### src/hdl/tca_pkg.sv
// constants of the temperature conversion and alert controller
// assumes a 10 MHz system clock and a byte-addressed register bus
package tca_pkg;
   localparam int CLK_HZ = 10_000_000;
   localparam int INTERVAL_MS = 800;
   localparam int INTERVAL_CYC = INTERVAL_MS * (CLK_HZ / 1000);
   localparam int WAKE_NS = 4000;
   localparam int WAKE_CYC = (WAKE_NS * (CLK_HZ / 1_000_000) + 999) / 1000;
   localparam int CONV_NS = 25000;
   localparam int CONV_CYC = (CONV_NS * (CLK_HZ / 1_000_000) + 999) / 1000;
   localparam int INTERVAL_W = 23;
   localparam int PHASE_W = 9;
   // pointer codes of the data registers
   localparam logic [1:0] IDX_TEMP = 2'h0;
   localparam logic [1:0] IDX_CFG = 2'h1;
   localparam logic [1:0] IDX_THIGH = 2'h2;
   localparam logic [1:0] IDX_TLOW = 2'h3;
   // word indices of the bus map
   localparam logic [2:0] WORD_PTR = 3'h4;
   localparam logic [2:0] WORD_WIN = 3'h5;
   // configuration fields
   localparam int CFG_PD = 7;
   localparam int CFG_FLT = 6;
   localparam int CFG_ALDIS = 5;
   localparam int CFG_POL = 4;
   localparam int CFG_ARST = 3;
   localparam int CFG_ONESHOT = 2;
   localparam logic [7:0] CFG_RESET = 8'h40;
   localparam logic [7:0] CFG_FULL_MASK = 8'hF3;
   localparam logic [7:0] CFG_RED_MASK = 8'hC3;
   localparam logic [7:0] THIGH_RESET = 8'h7F;
   localparam logic [7:0] TLOW_RESET = 8'h80;
   localparam logic [9:0] TEMP_RESET = 10'h000;
   typedef enum logic [1:0] {TCA_SLEEP, TCA_WAKE, TCA_CONV} tca_state_t;
endpackage

### src/hdl/tca_meas_if.sv
// result and limit signals between sequencer and indicator logic
// assumes one clock shared by both ends
`timescale 1ns/1ps
interface tca_meas_if;
   logic [9:0] result;
   logic done;
   logic [7:0] thigh;
   logic [7:0] tlow;
   logic enable;
   logic clear;
   logic active;
   modport seq (output result, done, thigh, tlow, enable, clear, input active);
   modport alert (input result, done, thigh, tlow, enable, clear, output active);
endinterface

### src/hdl/tca_timer.sv
// loadable down counter with a one-cycle expiry pulse
// assumes synchronous active-low reset
`timescale 1ns/1ps
module tca_timer #(
   parameter int W = 8
) (
   input wire logic clk,
   input wire logic rst_n,
   input wire logic load,
   input wire logic [W-1:0] value,
   output logic done
);
   logic [W-1:0] count;
   assign done = count == W'(1);
   always_ff @(posedge clk) begin
      if (!rst_n) begin
         count <= '0;
      end else if (load) begin
         count <= value;
      end else if (count != '0) begin
         count <= count - W'(1);
      end
   end
endmodule

### src/hdl/tca_alert.sv
// over-temperature compare and latched indicator state
// assumes done pulses once per finished conversion
`timescale 1ns/1ps
module tca_alert (
   input wire logic clk,
   input wire logic rst_n,
   tca_meas_if.alert m
);
   wire signed [7:0] top8 = $signed(m.result[9:2]);
   wire over = top8 > $signed(m.thigh);
   wire under = top8 < $signed(m.tlow);
   wire set_ev = m.done && over && m.enable;
   wire clr_ev = m.clear || (m.done && under);
   always_ff @(posedge clk) begin
      if (!rst_n) begin
         m.active <= 1'b0;
      end else if (set_ev) begin
         m.active <= 1'b1;
      end else if (clr_ev) begin
         m.active <= 1'b0;
      end
   end
endmodule

### src/hdl/tca_top.sv
// temperature conversion sequencer, limit registers and bus slave
// assumes an avalon-mm master with byte addresses, adc code valid at conversion end
//
// Our own choices: the register offsets and register access over Avalon-MM.
`timescale 1ns/1ps
module tca_top #(
   parameter bit FULL_VARIANT = 1'b1,
   parameter int INTERVAL_CYCLES = tca_pkg::INTERVAL_CYC
) (
   input wire logic CLK_SYS,
   input wire logic RESET_N,
   input wire logic [4:0] AVS_ADDRESS,
   input wire logic AVS_READ,
   input wire logic AVS_WRITE,
   input wire logic [31:0] AVS_WRITEDATA,
   input wire logic [3:0] AVS_BYTEENABLE,
   output logic [31:0] AVS_READDATA,
   output logic AVS_WAITREQUEST,
   input wire logic [9:0] ADC_CODE,
   output logic ANALOG_POWER,
   output logic ADC_HOLD,
   output logic LINE_FILTER_EN,
   output logic ALERT_O,
   output logic ALERT_OE_N
);
   tca_meas_if meas ();

   // bus slave state
   logic waitreq;
   logic [31:0] rdata;

   // register file
   logic [1:0] pointer;
   logic [7:0] cfg;
   logic [7:0] thigh;
   logic [7:0] tlow;
   logic [9:0] temp;

   // sequencer
   tca_pkg::tca_state_t state;
   tca_pkg::tca_state_t next_state;
   logic oneshot_pend;
   logic done_pulse;
   logic hold_pulse;
   logic alert_pin;
   logic alert_oe_n;
   logic power;

   // bus decode
   wire req = AVS_READ || AVS_WRITE;
   wire accept = req && !waitreq;
   wire [2:0] word = AVS_ADDRESS[4:2];
   wire lane0 = AVS_BYTEENABLE[0];
   wire [7:0] wbyte = AVS_WRITEDATA[7:0];
   wire is_ptr = word == tca_pkg::WORD_PTR;
   wire is_win = word == tca_pkg::WORD_WIN;
   wire is_data = word[2] == 1'b0;
   wire mapped = is_ptr || is_win || is_data;
   // direct data word or pointer-selected window
   wire [1:0] sel = is_win ? pointer : word[1:0];
   wire do_write = accept && AVS_WRITE && lane0;
   wire wr_ptr = do_write && is_ptr;
   wire wr_data = do_write && (is_win || is_data);
   wire wr_cfg = wr_data && sel == tca_pkg::IDX_CFG;
   wire wr_thigh = wr_data && sel == tca_pkg::IDX_THIGH && FULL_VARIANT;
   wire wr_tlow = wr_data && sel == tca_pkg::IDX_TLOW && FULL_VARIANT;
   wire [7:0] cfg_mask = FULL_VARIANT ? tca_pkg::CFG_FULL_MASK
                                      : tca_pkg::CFG_RED_MASK;
   wire oneshot_wr = wr_cfg && wbyte[tca_pkg::CFG_ONESHOT];
   wire arst_wr = wr_cfg && wbyte[tca_pkg::CFG_ARST] && FULL_VARIANT;

   // read mux
   logic [7:0] sel_data;
   always_comb begin
      case (sel)
         tca_pkg::IDX_TEMP: sel_data = 8'h00;
         tca_pkg::IDX_CFG: sel_data = cfg & cfg_mask;
         tca_pkg::IDX_THIGH: sel_data = FULL_VARIANT ? thigh : 8'h00;
         tca_pkg::IDX_TLOW: sel_data = FULL_VARIANT ? tlow : 8'h00;
         default: sel_data = 8'h00;
      endcase
   end
   wire [31:0] temp_word = {22'h00_0000, temp};
   wire [31:0] sel_word = (sel == tca_pkg::IDX_TEMP) ? temp_word
                                                      : {24'h00_0000, sel_data};
   wire [31:0] ptr_word = {30'h0000_0000, pointer};
   wire [31:0] next_rdata = !mapped ? 32'h0000_0000
                          : is_ptr ? ptr_word : sel_word;

   // bus handshake: one wait cycle, then the transfer completes
   always_ff @(posedge CLK_SYS) begin
      if (!RESET_N) begin
         waitreq <= 1'b1;
      end else if (req && waitreq) begin
         waitreq <= 1'b0;
      end else begin
         waitreq <= 1'b1;
      end
   end

   always_ff @(posedge CLK_SYS) begin
      if (!RESET_N) begin
         rdata <= 32'h0000_0000;
      end else if (AVS_READ && waitreq) begin
         rdata <= next_rdata;
      end
   end

   // pointer keeps only the select bits
   always_ff @(posedge CLK_SYS) begin
      if (!RESET_N) begin
         pointer <= tca_pkg::IDX_TEMP;
      end else if (wr_ptr) begin
         pointer <= wbyte[1:0];
      end
   end

   // configuration: action bits are never stored
   always_ff @(posedge CLK_SYS) begin
      if (!RESET_N) begin
         cfg <= tca_pkg::CFG_RESET;
      end else if (wr_cfg) begin
         cfg <= wbyte & cfg_mask;
      end
   end

   always_ff @(posedge CLK_SYS) begin
      if (!RESET_N) begin
         thigh <= tca_pkg::THIGH_RESET;
         tlow <= tca_pkg::TLOW_RESET;
      end else begin
         if (wr_thigh) begin
            thigh <= wbyte;
         end
         if (wr_tlow) begin
            tlow <= wbyte;
         end
      end
   end

   // configuration fields
   wire pd = cfg[tca_pkg::CFG_PD];
   wire filter_on = cfg[tca_pkg::CFG_FLT];
   wire alert_en = !cfg[tca_pkg::CFG_ALDIS] && FULL_VARIANT;
   wire alert_pol = cfg[tca_pkg::CFG_POL];

   // interval timebase, held reloaded in power-down
   // empty after reset, so the first cycle loads it
   logic tick;
   logic armed;
   always_ff @(posedge CLK_SYS) begin
      if (!RESET_N) begin
         armed <= 1'b0;
      end else begin
         armed <= 1'b1;
      end
   end
   wire interval_load = pd || tick || !armed;
   tca_timer #(
      .W(tca_pkg::INTERVAL_W)
   ) u_interval (
      .clk(CLK_SYS),
      .rst_n(RESET_N),
      .load(interval_load),
      .value(tca_pkg::INTERVAL_W'(INTERVAL_CYCLES)),
      .done(tick)
   );

   // power-up and conversion phase timer
   logic phase_done;
   logic phase_load;
   logic [tca_pkg::PHASE_W-1:0] phase_value;
   tca_timer #(
      .W(tca_pkg::PHASE_W)
   ) u_phase (
      .clk(CLK_SYS),
      .rst_n(RESET_N),
      .load(phase_load),
      .value(phase_value),
      .done(phase_done)
   );

   // start conditions
   wire auto_start = tick && !pd;
   wire start = state == tca_pkg::TCA_SLEEP && (oneshot_pend || auto_start);

   // one-shot request waits for the end of the write, set beats clear
   wire next_pend = oneshot_wr || (oneshot_pend && !start);
   always_ff @(posedge CLK_SYS) begin
      if (!RESET_N) begin
         oneshot_pend <= 1'b0;
      end else begin
         oneshot_pend <= next_pend;
      end
   end

   // sequencer next state
   always_comb begin
      next_state = state;
      phase_load = 1'b0;
      phase_value = '0;
      case (state)
         tca_pkg::TCA_SLEEP: begin
            if (start) begin
               next_state = tca_pkg::TCA_WAKE;
               phase_load = 1'b1;
               phase_value = tca_pkg::PHASE_W'(tca_pkg::WAKE_CYC);
            end
         end
         tca_pkg::TCA_WAKE: begin
            if (phase_done) begin
               next_state = tca_pkg::TCA_CONV;
               phase_load = 1'b1;
               phase_value = tca_pkg::PHASE_W'(tca_pkg::CONV_CYC);
            end
         end
         tca_pkg::TCA_CONV: begin
            if (phase_done) begin
               next_state = tca_pkg::TCA_SLEEP;
            end
         end
         default: begin
            next_state = tca_pkg::TCA_SLEEP;
         end
      endcase
   end

   wire conv_end = state == tca_pkg::TCA_CONV && phase_done;
   wire hold_now = state == tca_pkg::TCA_WAKE && phase_done;

   always_ff @(posedge CLK_SYS) begin
      if (!RESET_N) begin
         state <= tca_pkg::TCA_SLEEP;
         power <= 1'b0;
         hold_pulse <= 1'b0;
         done_pulse <= 1'b0;
      end else begin
         state <= next_state;
         power <= next_state != tca_pkg::TCA_SLEEP;
         hold_pulse <= hold_now;
         done_pulse <= conv_end;
      end
   end

   // result register, one lsb is a quarter degree
   always_ff @(posedge CLK_SYS) begin
      if (!RESET_N) begin
         temp <= tca_pkg::TEMP_RESET;
      end else if (conv_end) begin
         temp <= ADC_CODE;
      end
   end

   // indicator logic, full variant only
   assign meas.result = temp;
   assign meas.done = done_pulse;
   assign meas.thigh = thigh;
   assign meas.tlow = tlow;
   assign meas.enable = alert_en;
   assign meas.clear = arst_wr;

   generate
      if (FULL_VARIANT) begin : g_alert
         tca_alert u_alert (
            .clk(CLK_SYS),
            .rst_n(RESET_N),
            .m(meas)
         );
      end else begin : g_no_alert
         assign meas.active = 1'b0;
      end
   endgenerate

   // open-drain pin: pulled low when the level is low
   wire asserted = meas.active && alert_en;
   wire next_level = alert_pol ? asserted : !asserted;
   always_ff @(posedge CLK_SYS) begin
      if (!RESET_N) begin
         alert_pin <= 1'b0;
         alert_oe_n <= 1'b1;
      end else begin
         alert_pin <= 1'b0;
         alert_oe_n <= !(FULL_VARIANT && !next_level);
      end
   end

   always_ff @(posedge CLK_SYS) begin
      if (!RESET_N) begin
         LINE_FILTER_EN <= 1'b1;
      end else begin
         LINE_FILTER_EN <= filter_on;
      end
   end

   assign AVS_READDATA = rdata;
   assign AVS_WAITREQUEST = waitreq;
   assign ANALOG_POWER = power;
   assign ADC_HOLD = hold_pulse;
   assign ALERT_O = alert_pin;
   assign ALERT_OE_N = alert_oe_n;
endmodule

### config.mk
export PLATFORM = sky130hd
export DESIGN_NAME = tca_top
export DESIGN_NICKNAME = d
export VERILOG_FILES = /design/src/hdl/tca_pkg.sv /design/src/hdl/tca_meas_if.sv /design/src/hdl/tca_timer.sv /design/src/hdl/tca_alert.sv /design/src/hdl/tca_top.sv
export SDC_FILE = /design/constraint.sdc
export NUM_CORES = 1
export LEC_CHECK = 0
export BUFFER_PORTS_ARGS = -buffer_cell sky130_fd_sc_hd__buf_2
export CAP_MARGIN = 5
export CELL_PAD_IN_SITES_DETAIL_PLACEMENT = 1
export CELL_PAD_IN_SITES_GLOBAL_PLACEMENT = 1
export CORE_UTILIZATION = 40
export CTS_BUF_LIST = sky130_fd_sc_hd__clkbuf_2
export CTS_CLUSTER_SIZE = 20
export DETAILED_ROUTE_END_ITERATION = 8
export GPL_TIMING_DRIVEN = 0
export HOLD_SLACK_MARGIN = 0.1
export PLACE_DENSITY_LB_ADDON = 0.3
export SLEW_MARGIN = 10
export SYNTH_ARGS = -nofsm -noshare
export SYNTH_HDL_FRONTEND = slang
export SYNTH_SLANG_ARGS = --single-unit
### constraint.sdc
create_clock -name CLK_SYS -period 2.25 [get_ports CLK_SYS]
set_input_delay 0.5625 -clock CLK_SYS [delete_from_list [all_inputs] [get_ports CLK_SYS]]
set_output_delay 0.5625 -clock CLK_SYS [all_outputs]
set_load 0.1 [all_outputs]
* After elaboration in Yosys (flattened, before gate mapping)
Index checks and enable logic that the tools add are counted.
** Word-level totals
- Bits in registers :: 109
- Bits of input ports :: 55
- Output and inout bits :: 38
** Operators by class
- Add/sub/neg operators :: 2
- Order comparisons :: 2
- Equal/unequal tests :: 9
- Mux-type cells :: 24
- Bitwise gates (word level) :: 2
- Reductions and logical operators :: 45
** Operator list (count)
- 23-bit two-way mux :: 2
- 10-bit two-way mux :: 3
- 8-bit one-hot mux with 3 select lines :: 1
- 23-bit by 1-bit equality test with 1-bit output (second input constant) :: 1
- 23-bit nonzero test :: 1
- 23-bit by 1-bit subtractor with 23-bit output (second input constant) :: 1
- 1-bit logical AND :: 21
- 9-bit two-way mux :: 2
- 8-bit one-hot mux with 2 select lines :: 1
- 9-bit by 1-bit equality test with 1-bit output (second input constant) :: 1
- 1-bit logical OR :: 9
- 9-bit nonzero test :: 1
- 9-bit by 1-bit subtractor with 9-bit output (second input constant) :: 1
- 8-bit > comparator :: 1
- 8-bit less-than comparator :: 1
- 2-bit two-way mux :: 4
- 8-bit two-way mux :: 1
- 2-bit nonzero test :: 4
- 1-bit two-way mux :: 7
- 2-bit equality test (second input constant) :: 3
- 3-bit equality test (second input constant) :: 2
- 1-bit logical NOT :: 6
- 6-bit two-way mux :: 1
- 2-bit one-hot mux with 3 select lines :: 1
- 5 further kinds :: 8

* Longest topological paths before layout
Gate-level depths: netlist (run 1).
- Depth in word-level cells :: 10
- Depth in mapped cells :: 8
- Gate-level depth less buffers :: 7

* Modules after synthesis
Synthesis (run 1) repeated with hierarchy kept, for this count alone.
** Second synthesis, totals
- Cell total of the unflattened synthesis :: 574
- Area total of the unflattened synthesis :: 4847.1 µm²
** Modules (own cells, without submodules)
- tca_top :: times used 1, cells an instance 294, area each 2575.0 µm², sequential area each 1081.0 µm²
- tca_timer (u_interval) :: times used 1, cells an instance 160, area each 1302.5 µm², sequential area each 460.4 µm²
- tca_timer (u_phase) :: times used 1, cells an instance 61, area each 508.0 µm², sequential area each 180.2 µm²
- tca_alert :: times used 1, cells an instance 59, area each 461.7 µm², sequential area each 20.0 µm²

* Worst setup path after synthesis (run 1)
Ideal clock, no wire load.
- Path type :: input to register
- From :: input AVS_ADDRESS[4]
- To :: register rdata[4], in the netlist AVS_READDATA[4]
- Arrival :: 1979 ps
- Required time :: 2132 ps
- Slack :: 153 ps
- Stages :: 4
- Buffers on the path :: 1
- Cell sequence :: clkbuf_1 -> a31oi_1 -> mux4_2 -> a22o_1
** Between the ends
- Longest elaborated chain between the ends :: 7
- Elaborated cells on any way between the ends :: 14
** Ends and longest elaborated chain
- from (decl) :: RTL line tca_top.sv:12 : input wire logic [4:0] AVS_ADDRESS,
- 3-bit equality test :: RTL line tca_top.sv:56 : wire is_win = word == tca_pkg::WORD_WIN;
- 2-bit two-way mux :: RTL line tca_top.sv:60 : wire [1:0] sel = is_win ? pointer : word[1:0];
- 2-bit equality test / 2-bit by 1-bit equality test with 1-bit output (equally long branches) :: RTL line tca_top.sv:75 : case (sel)
- 8-bit one-hot mux with 3 select lines :: RTL line tca_top.sv:75
- 10-bit two-way mux :: RTL line tca_top.sv:84 : wire [31:0] sel_word = (sel == tca_pkg::IDX_TEMP) ? temp_word
- 10-bit two-way mux :: RTL line tca_top.sv:88 : : is_ptr ? ptr_word : sel_word;
- 10-bit two-way mux (*) :: RTL line tca_top.sv:87 : wire [31:0] next_rdata = !mapped ? 32'h0000_0000
- to (signal assigned) :: RTL line tca_top.sv:105 : rdata <= next_rdata;
- to (decl) :: RTL line tca_top.sv:30 : logic [31:0] rdata;
Every way passes the cells marked *; elsewhere a longest branch is shown, timed or not.
A chain may end at the register's enable or synchronous reset.

* Final worst setup path (run 1)
- From :: register pointer[1]
- To :: register tlow[5], in the netlist meas.tlow[5]
** Between the ends
- Longest elaborated chain between the ends :: 3
** Ends and longest elaborated chain
- from (decl) :: RTL line tca_top.sv:33 : logic [1:0] pointer;
- from (signal assigned) :: RTL line tca_top.sv:112 : pointer <= tca_pkg::IDX_TEMP;
- from (signal assigned) :: RTL line tca_top.sv:114 : pointer <= wbyte[1:0];
- 2-bit two-way mux :: RTL line tca_top.sv:60
- 2-bit equality test :: RTL line tca_top.sv:66 : wire wr_tlow = wr_data && sel == tca_pkg::IDX_TLOW && FULL_VARIANT;
- 1-bit logical AND :: RTL line tca_top.sv:66
- to (signal assigned) :: RTL line tca_top.sv:130 : tlow <= tca_pkg::TLOW_RESET;
- to (signal assigned) :: RTL line tca_top.sv:136 : tlow <= wbyte;
- to (decl) :: RTL line tca_top.sv:36 : logic [7:0] tlow;
No other way between the ends.

==> flow_summary.yaml, run 1 <==
power:
  combPwrFrac: 0.333
  powerDensity_mw_per_mm2: 780.5
  clock_power_share: 0.228
  p_int_w: 0.002542
  vdd_drop_max_mv: 0.4010
  switching_share: 0.3753
  switchingPower_w: 0.001527
  p_leak_nw: 2.363
  seqPwrFrac: 0.439
yosys:
  netlist_area_sq_mm: 0.004552
  synth_top_area_share: 0.3826
  yosys_most_used_dff: "dfxtp_1"
  synth_seq_cells: 87
  postSynth.asyncResetShare: 0
  ys_warn_count: 0
  yosysSeqAreaShare: 0.3826
  synth_edf_count: 0
  synth_area_leaders: "dfxtp_1 (38%), ha_1 (5.8%), mux2i_1 (5.5%)"
  synth.largest_area_cell: "dfxtp_1"
  netlist_instances: 517
  avgSynthCellArea_sq_um: 8.804
  synth.distinct_cells: 64
worst_setup_path:
  cp-startpoint: "pointer[1]"
  path_depth: 5
  arrival_ns: 2.65
  cp.required_ns: 2.73
  path_class: "flip-flop to flip-flop"
  cp_max_fo: 8
  slowest_stage: "nand3_1"
  crit_buf_inv: 1
  ff2ff_path_depth: 5
  regToRegEndpoint: "meas.tlow[5]"
  cp-endpoint: "meas.tlow[5]"
  worstPathCellList: "a31o_2 > clkbuf_1 > nand3_1 > mux2i_1 > nor2_1"
  cp-end-kind: "flip-flop"
  crit_family: "simple AND/OR/NAND/NOR gates"
  reg2reg_slack_ns: 0.08
  max_stage_delay_ns: 0.60
  rr_startpoint: "pointer[1]"
  worst_setup_path_start_kind: "flip-flop"
global_routing:
  grtUsageMet2: 0.3888
  grt_max_degree: 14
  grt_use_met1: 0.2675
  grt_pass1_vias: 4051
  grt_use_total: 0.2250
  busiest_layer: "met2"
  grtUsageMet3: 0.03706
  antenna_found_initial: 0
  overflow: 0
  grt_pass1_wl_um: 19950
sta:
  worst_hold_slack_ns: 0.1719
  max_freq_ghz: 0.4610
  setup_tns_ns: 0
  finalWorstSetupSlack_ns: 0.08078
  relSlewSlack: 0.1922
  setup_viol: 0
  grt_setup_unrepaired: "no"
  skew_ns: 0.02894
  worstMarginPinSlew_ns: 1.205
  timing.final.crit_period_ns: 2.169
  min_period_over_period: 0.9641
  hold_viol_final: 0
  slew_violations: 0
clock_tree:
  cts_max_level: 3
  clk_pin_slew_worst_paths_ns: 0.25
  clk_path_buf_depth: 2
  numCtsBuffers: 9
  cts_tree: "done"
  cts-root-buf: "clkbuf_2"
  numClockSinks: 87
  clock_latency_ns: 0.61
floorplan:
  fp.dieW_um: 108.7
  dieArea_sq_mm: 0.01181
  start_util: 0.4144
  fp.dieH_um: 108.7
  core_sq_mm: 0.01098
  rows: 38
  io_pins: 93
route:
  wl_per_cell_um: 16.71
  routed_via_density: 5.377
  drcViolationCount: 0
  drt-total-wl_um: 12320
  route.vias.total: 3963
  drtPass1Iterations: 4
  initialDrtViolationCount: 155
  antenna_left: 0
place:
  place.gp.congestion: 0.8419
  portBuffers: 38
  hpwl_um: 9073
  placed_area_sq_mm: 0.005000
  pre_cts_slack_ns: -0.3828
worst_hold_path:
  hp-class: "input pin to flip-flop"
  worstHoldPathCells: 3
final_layout:
  final_common_cell: "dfxtp_1"
  syn_to_final_growth_pct: 14.54
  num-fill-cells: 1328
  final_area_sq_mm: 0.005214
  antenna_cells: 0
  drive_gt1_frac: 0.1709
  nNetsFinal: 668
  final_core_util: 0.4747
  final_cell_mix: "dfxtp_1 (87), nand2_1 (50), nor2_1 (49)"
status:
  status: "finished clean"
job:
  maxCapViolations: 0
[cell type report]
cell class	count	area, sq um	area share
Buffer	40	250.2	0.04800
Clock buffer	11	55.05	0.01056
Clock inverter	5	72.57	0.01392
Inverter	25	93.84	0.01800
Multi-Input combinational cell	387	2597	0.4982
Sequential cell	87	1742	0.3341
Tap cell	140	175.2	0.03360
Timing Repair Buffer	42	227.7	0.04368
[what timing repair did]
action | 4_1_cts | 5_1_grt
gates resized for setup | 3 | 5
setup endpoints to repair | 20 | 23
setup buffers | 1 | 0
endpoints found under the hold margin | 1 | 1
pin swaps | 1 | 0
hold buffers | 1 | 2
gates cloned | 0 | 0
[state kept, by name, summed over array words and instances (netlist names), 2 cells and up]
register / cells
meas.result: 10
u_phase.count: 9
u_interval.count: 23
meas.thigh: 8
state: 2
AVS_READDATA: 10
cfg: 6
meas.tlow: 8
pointer: 2
[per-layer routing]
layer | share of wire | up-vias
met5 | 0 | -
li1 | - | 1942
met4 | 0.029 | 0
met3 | 0.033 | 27
met2 | 0.50 | 76
met1 | 0.44 | 1918
[power groups by stage]
stage               clock network, W  registers, W  logic [W]
global placement                   0       0.00180    0.00128
detailed placement                 0       0.00181    0.00133
global route                 0.00103       0.00180    0.00151
CTS                         0.000957       0.00179    0.00135
floorplan                          0       0.00184    0.00103
finish                      0.000927       0.00179    0.00136
[worst min path at each step]
stage | start | end | slack [ns]
2_1_floorplan | cfg[6] | LINE_FILTER_EN | 0.43
3_3_place_gp | AVS_WAITREQUEST | AVS_WAITREQUEST | 0.43
3_5_place_dp | AVS_WAITREQUEST | AVS_WAITREQUEST | 0.45
4_1_cts | AVS_READ | AVS_WAITREQUEST | 0.10
5_1_grt | ADC_CODE[9] | meas.result[9] | 0.13
6_report | ADC_CODE[9] | meas.result[9] | 0.17
[cell usage after synthesis, types with 3 or more instances]
master and instances:
and2_1 3, a31oi_1 4, or4_1 4, nand2b_1 8, a2111oi_0 3, ha_1 21, inv_1 24, o21ai_0 16
a211oi_1 5, nor2b_1 6, nand4_1 8, mux2i_1 25, nor3_1 9, xnor2_1 11, a22o_1 8, nor2_1 49
o31ai_1 4, dfxtp_1 87, clkbuf_1 12, buf_4 24, mux4_2 4, a21o_1 5, a21oi_1 31, o21a_1 4
and3_1 6, nand3_1 18, o211ai_1 9, nand2_1 50, xor2_1 11
[worst reg2reg max path, delay by kind of cell (launching register included)]
family / cells / cell delay [ns]
mux: 1 / 0.36
flops: 1 / 0.49
simple gates: 2 / 0.66
compound gates: 1 / 0.18
buf+inv: 1 / 0.36
[kinds of logic (layout without fill, tap and decap cells)]
family | after synthesis | count (layout) | share of synthesized area
other | 1 | 23 | 0.0008238
DFF | 87 | 87 | 0.3826
adders and majority gates | 21 | 21 | 0.05772
xor gates and xnor gates | 22 | 22 | 0.04233
AOI/OAI and AO/OA | 104 | 104 | 0.1495
muxes | 30 | 30 | 0.07724
buffers and inverters | 65 | 123 | 0.07559
and+or+nand+nor | 187 | 187 | 0.2141
[metrics by stage]
step | instances | total power, W
2_1_floorplan | 539 | 0.002861
3_3_place_gp | 717 | 0.003081
3_5_place_dp | 717 | 0.003135
4_1_cts | 735 | 0.004097
5_1_grt | 737 | 0.004344
6_report | 737 | 0.004069
Note: power is estimated with default switching activity, not from simulation.
==> run 2: changes to the inputs <==
--- a/config.mk
+++ b/config.mk
@@ -5,7 +5,7 @@
 export SDC_FILE = /design/constraint.sdc
 export NUM_CORES = 1
 export LEC_CHECK = 0
-export BUFFER_PORTS_ARGS = -buffer_cell sky130_fd_sc_hd__buf_2
+export BUFFER_PORTS_ARGS = -buffer_cell sky130_fd_sc_hd__clkbuf_2
 export CAP_MARGIN = 5
 export CELL_PAD_IN_SITES_DETAIL_PLACEMENT = 1
 export CELL_PAD_IN_SITES_GLOBAL_PLACEMENT = 1
==> run 2 against run 1 <==
Net effect:
- critical path depth down 4
- clock-buffer cell count fell by 1
- final cell count rose by 0.14%
- non-clock buffer count is 1 higher
- first-iteration DRC count increased by 10%
- flip-flop and latch count stayed put
- critical path type is now flip-flop to primary output
- highest routed layer unchanged
==> flow_summary.yaml, run 2 (same netlist as run 1, synthesis figures left out) <==
power:
  p_leak_nw: 2.356
  powerDensity_mw_per_mm2: 765.9
  vdd_drop_max_mv: 0.4222
clock_tree:
  numCtsBuffers: 9
  cts_max_level: 3
  clk_path_buf_depth: 2
  cts_tree: "done"
  clock_latency_ns: 0.62
  numClockSinks: 87
  clk_pin_slew_worst_paths_ns: 0.28
  cts-root-buf: "clkbuf_2"
final_layout:
  drive_gt1_frac: 0.1739
  seqCellArea_sq_mm: 0.001742
  largest_register_ffs: 23
  final_cell_mix: "dfxtp_1 (87), nand2_1 (50), nor2_1 (49)"
  syn_to_final_growth_pct: 14.46
  num-fill-cells: 1353
  top_register: "u_interval.count"
  final_core_util: 0.4744
  nNetsFinal: 669
  antenna_cells: 0
  final_common_cell: "dfxtp_1"
  multi_input_area_sq_mm: 0.002592
place:
  hpwl_um: 9032
  portBuffers: 38
  place.gp.congestion: 0.8352
  pre_cts_slack_ns: -0.3974
job:
  maxCapViolations: 0
global_routing:
  grt_use_total: 0.2189
  grt_pass1_wl_um: 19680
  overflow: 0
  antenna_found_initial: 0
  grt_max_degree: 16
  grt_pass1_vias: 4087
worst_setup_path:
  worstPathCellList: "clkbuf_2"
  cp_max_fo: 5
  path_class: "flip-flop to primary output"
  cp-end-kind: "primary output"
  crit_family: "buffers and inverters"
  slowest_stage: "clkbuf_2"
  path_depth: 1
  max_stage_delay_ns: 0.48
  ff2ff_path_depth: 6
  arrival_ns: 1.54
  crit_buf_inv: 1
  cp.required_ns: 1.69
  worst_setup_path_start_kind: "flip-flop"
sta:
  skew_ns: 0.05303
  hold_viol_final: 0
  max_freq_ghz: 0.4757
  timing.final.crit_period_ns: 2.102
  slew_violations: 0
  setup_viol: 0
  worst_hold_slack_ns: 0.1580
  relSlewSlack: 0.2142
  min_period_over_period: 0.9342
  finalWorstSetupSlack_ns: 0.1480
  worstMarginPinSlew_ns: 1.172
worst_hold_path:
  worstHoldPathCells: 3
  hp-class: "input pin to flip-flop"
route:
  drcViolationCount: 0
  routed_via_density: 5.383
  wl_per_cell_um: 16.28
  drtPass1Iterations: 4
  drt-total-wl_um: 12010
  initialDrtViolationCount: 171
  antenna_left: 0
  route.vias.total: 3973
floorplan:
  rows: 38
  fp.dieW_um: 108.7
  core_sq_mm: 0.01098
  fp.dieH_um: 108.7
  start_util: 0.4144
  dieArea_sq_mm: 0.01181
  io_pins: 93
status:
  status: "finished clean"
run 2: changes by cell type in the layout (fill, tap and decap cells not counted), moves of 2 or more:
| cell | previous run | this run |
|---|---|---|
| clkinv_1 | 3 | 1 |
| buf_2 | 40 | 2 |
| clkbuf_2 | 11 | 48 |
| inv_6 | 0 | 2 |
run 2: where the power goes:
group          leakage, nW  switching [W]  total [W]  internal [W]
logic                 1.57       0.000840    0.00135      0.000511
registers            0.709       0.000129    0.00179       0.00166
clock network       0.0729       0.000578   0.000847      0.000269
run 2: cell type report:
type / count / share of cell area
clock inverters: 6 / 0.01321
flip-flops and latches: 87 / 0.3343
inverters: 25 / 0.01801
repair buffers: 43 / 0.04563
multi-input cells: 387 / 0.4976
well taps: 140 / 0.03362
clock buffers: 10 / 0.009606
plain buffers: 40 / 0.04803
run 2: path summary, 6_finish.rpt:
kind	start	to	slack (ns)
min reg2reg	meas.result[0]	meas.result[0]	0.48
min	ADC_CODE[3]	meas.result[3]	0.16
max reg2reg	u_interval.count[8]	u_interval.count[1]	0.17
max	AVS_WAITREQUEST	AVS_WAITREQUEST	0.15
run 2: timing repair:
item | CTS | global route
hold buffers | 3 | 1
pin swaps | 1 | 0
endpoints found under the hold margin | 2 | 1
setup buffers | 1 | 0
setup endpoints to repair | 10 | 33
resized for setup | 2 | 5
run 2: metal layers:
layer / track usage / part of all wire / vias up
met4: 0.07529 / 0.019 / 0
met5: 0 / 0 / -
li1: - / - / 1944
met2: 0.4014 / 0.52 / 76
met1: 0.2472 / 0.42 / 1934
met3: 0.05021 / 0.040 / 19
run 2: through the flow:
stage / cell area [sq um] / setup TNS (ns) / std cells / total power [W]
global route: 5210 / -0.002191 / 738 / 0.004249
detailed placement: 5000 / -7.128 / 717 / 0.003128
floorplan: 4634 / 0 / 539 / 0.002861
global placement: 5000 / -5.520 / 717 / 0.003077
finish: 5210 / 0 / 738 / 0.003991
CTS: 5169 / 0 / 737 / 0.004010
==> run 3: changes to the inputs <==
--- a/config.mk
+++ b/config.mk
@@ -16,7 +16,9 @@
 export GPL_TIMING_DRIVEN = 0
 export HOLD_SLACK_MARGIN = 0.1
 export PLACE_DENSITY_LB_ADDON = 0.3
+export RECOVER_POWER = 50
 export SLEW_MARGIN = 10
 export SYNTH_ARGS = -nofsm -noshare
 export SYNTH_HDL_FRONTEND = slang
+export SYNTH_HIERARCHICAL = 1
 export SYNTH_SLANG_ARGS = --single-unit
==> run 3 against run 2 <==
Net effect:
- the run now ends with design-rule violations, negative setup slack left
- final cell count grew 15%
- area after synthesis grew 6.5%
- clock skew fell by 0.0042 ns
- register-to-register slack lost 0.36 ns
- total power grew 1.8%
- global-route usage grew 2.3 points
- utilization grew 5.2 points
- cell area is 17% higher
- critical path type is now flip-flop to flip-flop
- largest cell class unchanged
- wire length up 30%
- critical path depth is 9 higher
==> flow_summary.yaml, run 3 <==
status:
  status: "finished with violations"
  violations: "design-rule violations, negative setup slack"
worst_setup_path:
  worst_setup_path_start_kind: "flip-flop"
  cp-end-kind: "flip-flop"
  crit_family: "simple AND/OR/NAND/NOR gates"
  cp_max_fo: 7
  path_class: "flip-flop to flip-flop"
  slowest_stage: "or4_1"
  max_stage_delay_ns: 0.55
  cp-startpoint: "u_phase/count[6]"
  cp.required_ns: 2.79
  worstPathCellList: "or4_1 > clkbuf_2 > nor2_2 > and3_4 > and3b_2 > nand2b_4 > buf_4 > buf_4 > nor2_1 > a211oi_1"
  rr_startpoint: "u_phase/count[6]"
  crit_top_cell: "buf_4"
  arrival_ns: 2.98
  crit_buf_inv: 3
route:
  drtPass1Iterations: 7
  initialDrtViolationCount: 186
  drcViolationCount: 7
  drt-total-wl_um: 15590
  routed_via_density: 5.520
  wl_per_cell_um: 18.43
  antenna_left: 0
  route.vias.total: 4670
final_layout:
  fin_cells: 846
  top_register: "u_interval/count"
  largest_register_ffs: 23
  final_common_cell: "dfxtp_1"
  nNetsFinal: 772
  final_cell_mix: "dfxtp_1 (83), nand2_1 (64), conb_1 (49), clkbuf_2 (49), nor2_1 (46)"
  syn_to_final_growth_pct: 26.12
  drive_gt1_frac: 0.2546
  antenna_cells: 0
  num-fill-cells: 1438
  final_area_sq_mm: 0.006113
clock_tree:
  clk_path_buf_depth: 2
  cts_hold_buf: 0
  clock_latency_ns: 0.61
  clk_pin_slew_worst_paths_ns: 0.25
  cts_tree: "done"
  cts-root-buf: "clkbuf_2"
  numCtsBuffers: 9
  numClockSinks: 87
  cts_max_level: 3
place:
  place.gp.congestion: 0.9255
  portBuffers: 39
  placed_cells: 803
  placed_area_sq_mm: 0.005449
  hpwl_um: 10580
sta:
  finalWorstSetupSlack_ns: -0.1868
  max_freq_ghz: 0.4104
  timing.final.crit_period_ns: 2.437
  grt_setup_unrepaired: "yes"
  setup_tns_ns: -3.284
  min_period_over_period: 1.083
  slew_violations: 0
  relSlewSlack: 0.4064
  worstMarginPinSlew_ns: 0.8904
  hold_viol_final: 0
  skew_ns: 0.04883
  setup_viol: 32
yosys:
  netlist_instances: 574
  netlist_area_sq_mm: 0.004847
  synth.largest_area_cell: "dfxtp_1"
  synth_seq_cells: 87
  synth_top_area_share: 0.3593
  synth_edf_count: 0
  synth.distinct_cells: 72
  ys_warn_count: 6
  synth_common_cells: "dfxtp_1 (87), nand2_1 (67), nor2_1 (51)"
  synth_area_leaders: "dfxtp_1 (36%), mux2i_1 (5.8%), nand2_1 (5.2%)"
  yosys_most_used_dff: "dfxtp_1"
  postSynth.asyncResetShare: 0
  yosysMostFrequentCell: "dfxtp_1"
  yosysSeqAreaShare: 0.3593
  avgSynthCellArea_sq_um: 8.445
power:
  vdd_drop_max_mv: 0.4591
  powerDensity_mw_per_mm2: 664.4
  p_leak_nw: 2.534
global_routing:
  grt_use_total: 0.2421
  grt_pass1_wl_um: 23830
  grt_pass1_vias: 4735
  antenna_found_initial: 0
  overflow: 0
  grt_max_degree: 21
floorplan:
  fp.dieW_um: 112.1
  fp.dieH_um: 112.1
  dieArea_sq_mm: 0.01256
  rows: 39
  start_util: 0.4174
  io_pins: 93
  core_sq_mm: 0.01161
worst_hold_path:
  hp-start: "ADC_CODE[7]"
  hp-class: "input pin to flip-flop"
job:
  maxCapViolations: 0
==> run 3: area by class of cell <==
class                           instances  area [sq um]  share of cell area
Buffer                                 49         347.8             0.05690
Clock buffer                            9         45.04            0.007368
Clock inverter                          7         87.58             0.01433
Sequential cell                        87          1749              0.2861
Multi-Input combinational cell        455          3137              0.5131
Timing Repair Buffer                   67         437.9             0.07163
Tap cell                              143         178.9             0.02927
Timing Repair inverter                  1         8.758            0.001433
Inverter                               28         121.4             0.01985
==> run 3: final timing paths <==
| check | to | slack, ns | depth (start not counted) |
|---|---|---|---|
| max | u_phase/count[5] | -0.19 | 10 |
| min | meas.result[7] | 0.16 | 3 |
| max reg2reg | u_phase/count[5] | -0.19 | 10 |
| min reg2reg | cfg[0] | 0.49 | 2 |
==> run 3: stage by stage <==
step	hold slack, ns	worst slack (ns)	power, W	utilization
5_1_grt	0.1324	-0.2779	0.004254	0.5264
6_report	0.1582	-0.1868	0.004062	0.5264
2_1_floorplan	0.4174	-0.1194	0.002683	-
4_1_cts	0.1221	-0.2241	0.003961	0.5059
3_5_place_dp	0.4625	-0.5061	0.002918	0.4692
3_3_place_gp	0.4404	-0.4491	0.002865	0.4692
==> run 3: worst min-delay path, delay by kind of cell <==
kind / cells / cell delay, ns
compound gates: 1 / 0.05
buf+inv: 1 / 0.08
simple gates: 1 / 0.05
==> run 3: kinds of logic after synthesis <==
family	Yosys count	synth area share
other	2	0.001549
buffers and inverters	79	0.08260
adder cells (fa/ha/maj)	19	0.04905
flip-flops	87	0.3593
XOR/XNOR	20	0.03614
AND/OR/NAND/NOR	214	0.2246
multiplexers	31	0.06479
AO/OA/AOI/OAI	122	0.1820
==> run 3: layer usage <==
metal	global-route usage	part of all wire	up-vias
li1	-	-	2231
met1	0.3022	0.44	2291
met2	0.4133	0.50	118
met3	0.06210	0.049	30
met4	0.06756	0.017	0
met5	0	0	-
==> run 3: where the power goes <==
| part | internal, W | switching, W |
|---|---|---|
| registers | 0.00165 | 0.000117 |
| logic | 0.000514 | 0.000837 |
| clock network | 0.000357 | 0.000591 |
| total | 0.00252 | 0.00154 |
==> run 3: repair_timing <==
action | CTS | global route
pin swaps | 22 | 21
endpoints found under the setup margin | 42 | 42
gates resized for setup | 42 | 46
buffers inserted | 14 | 12
cloned | 3 | 1
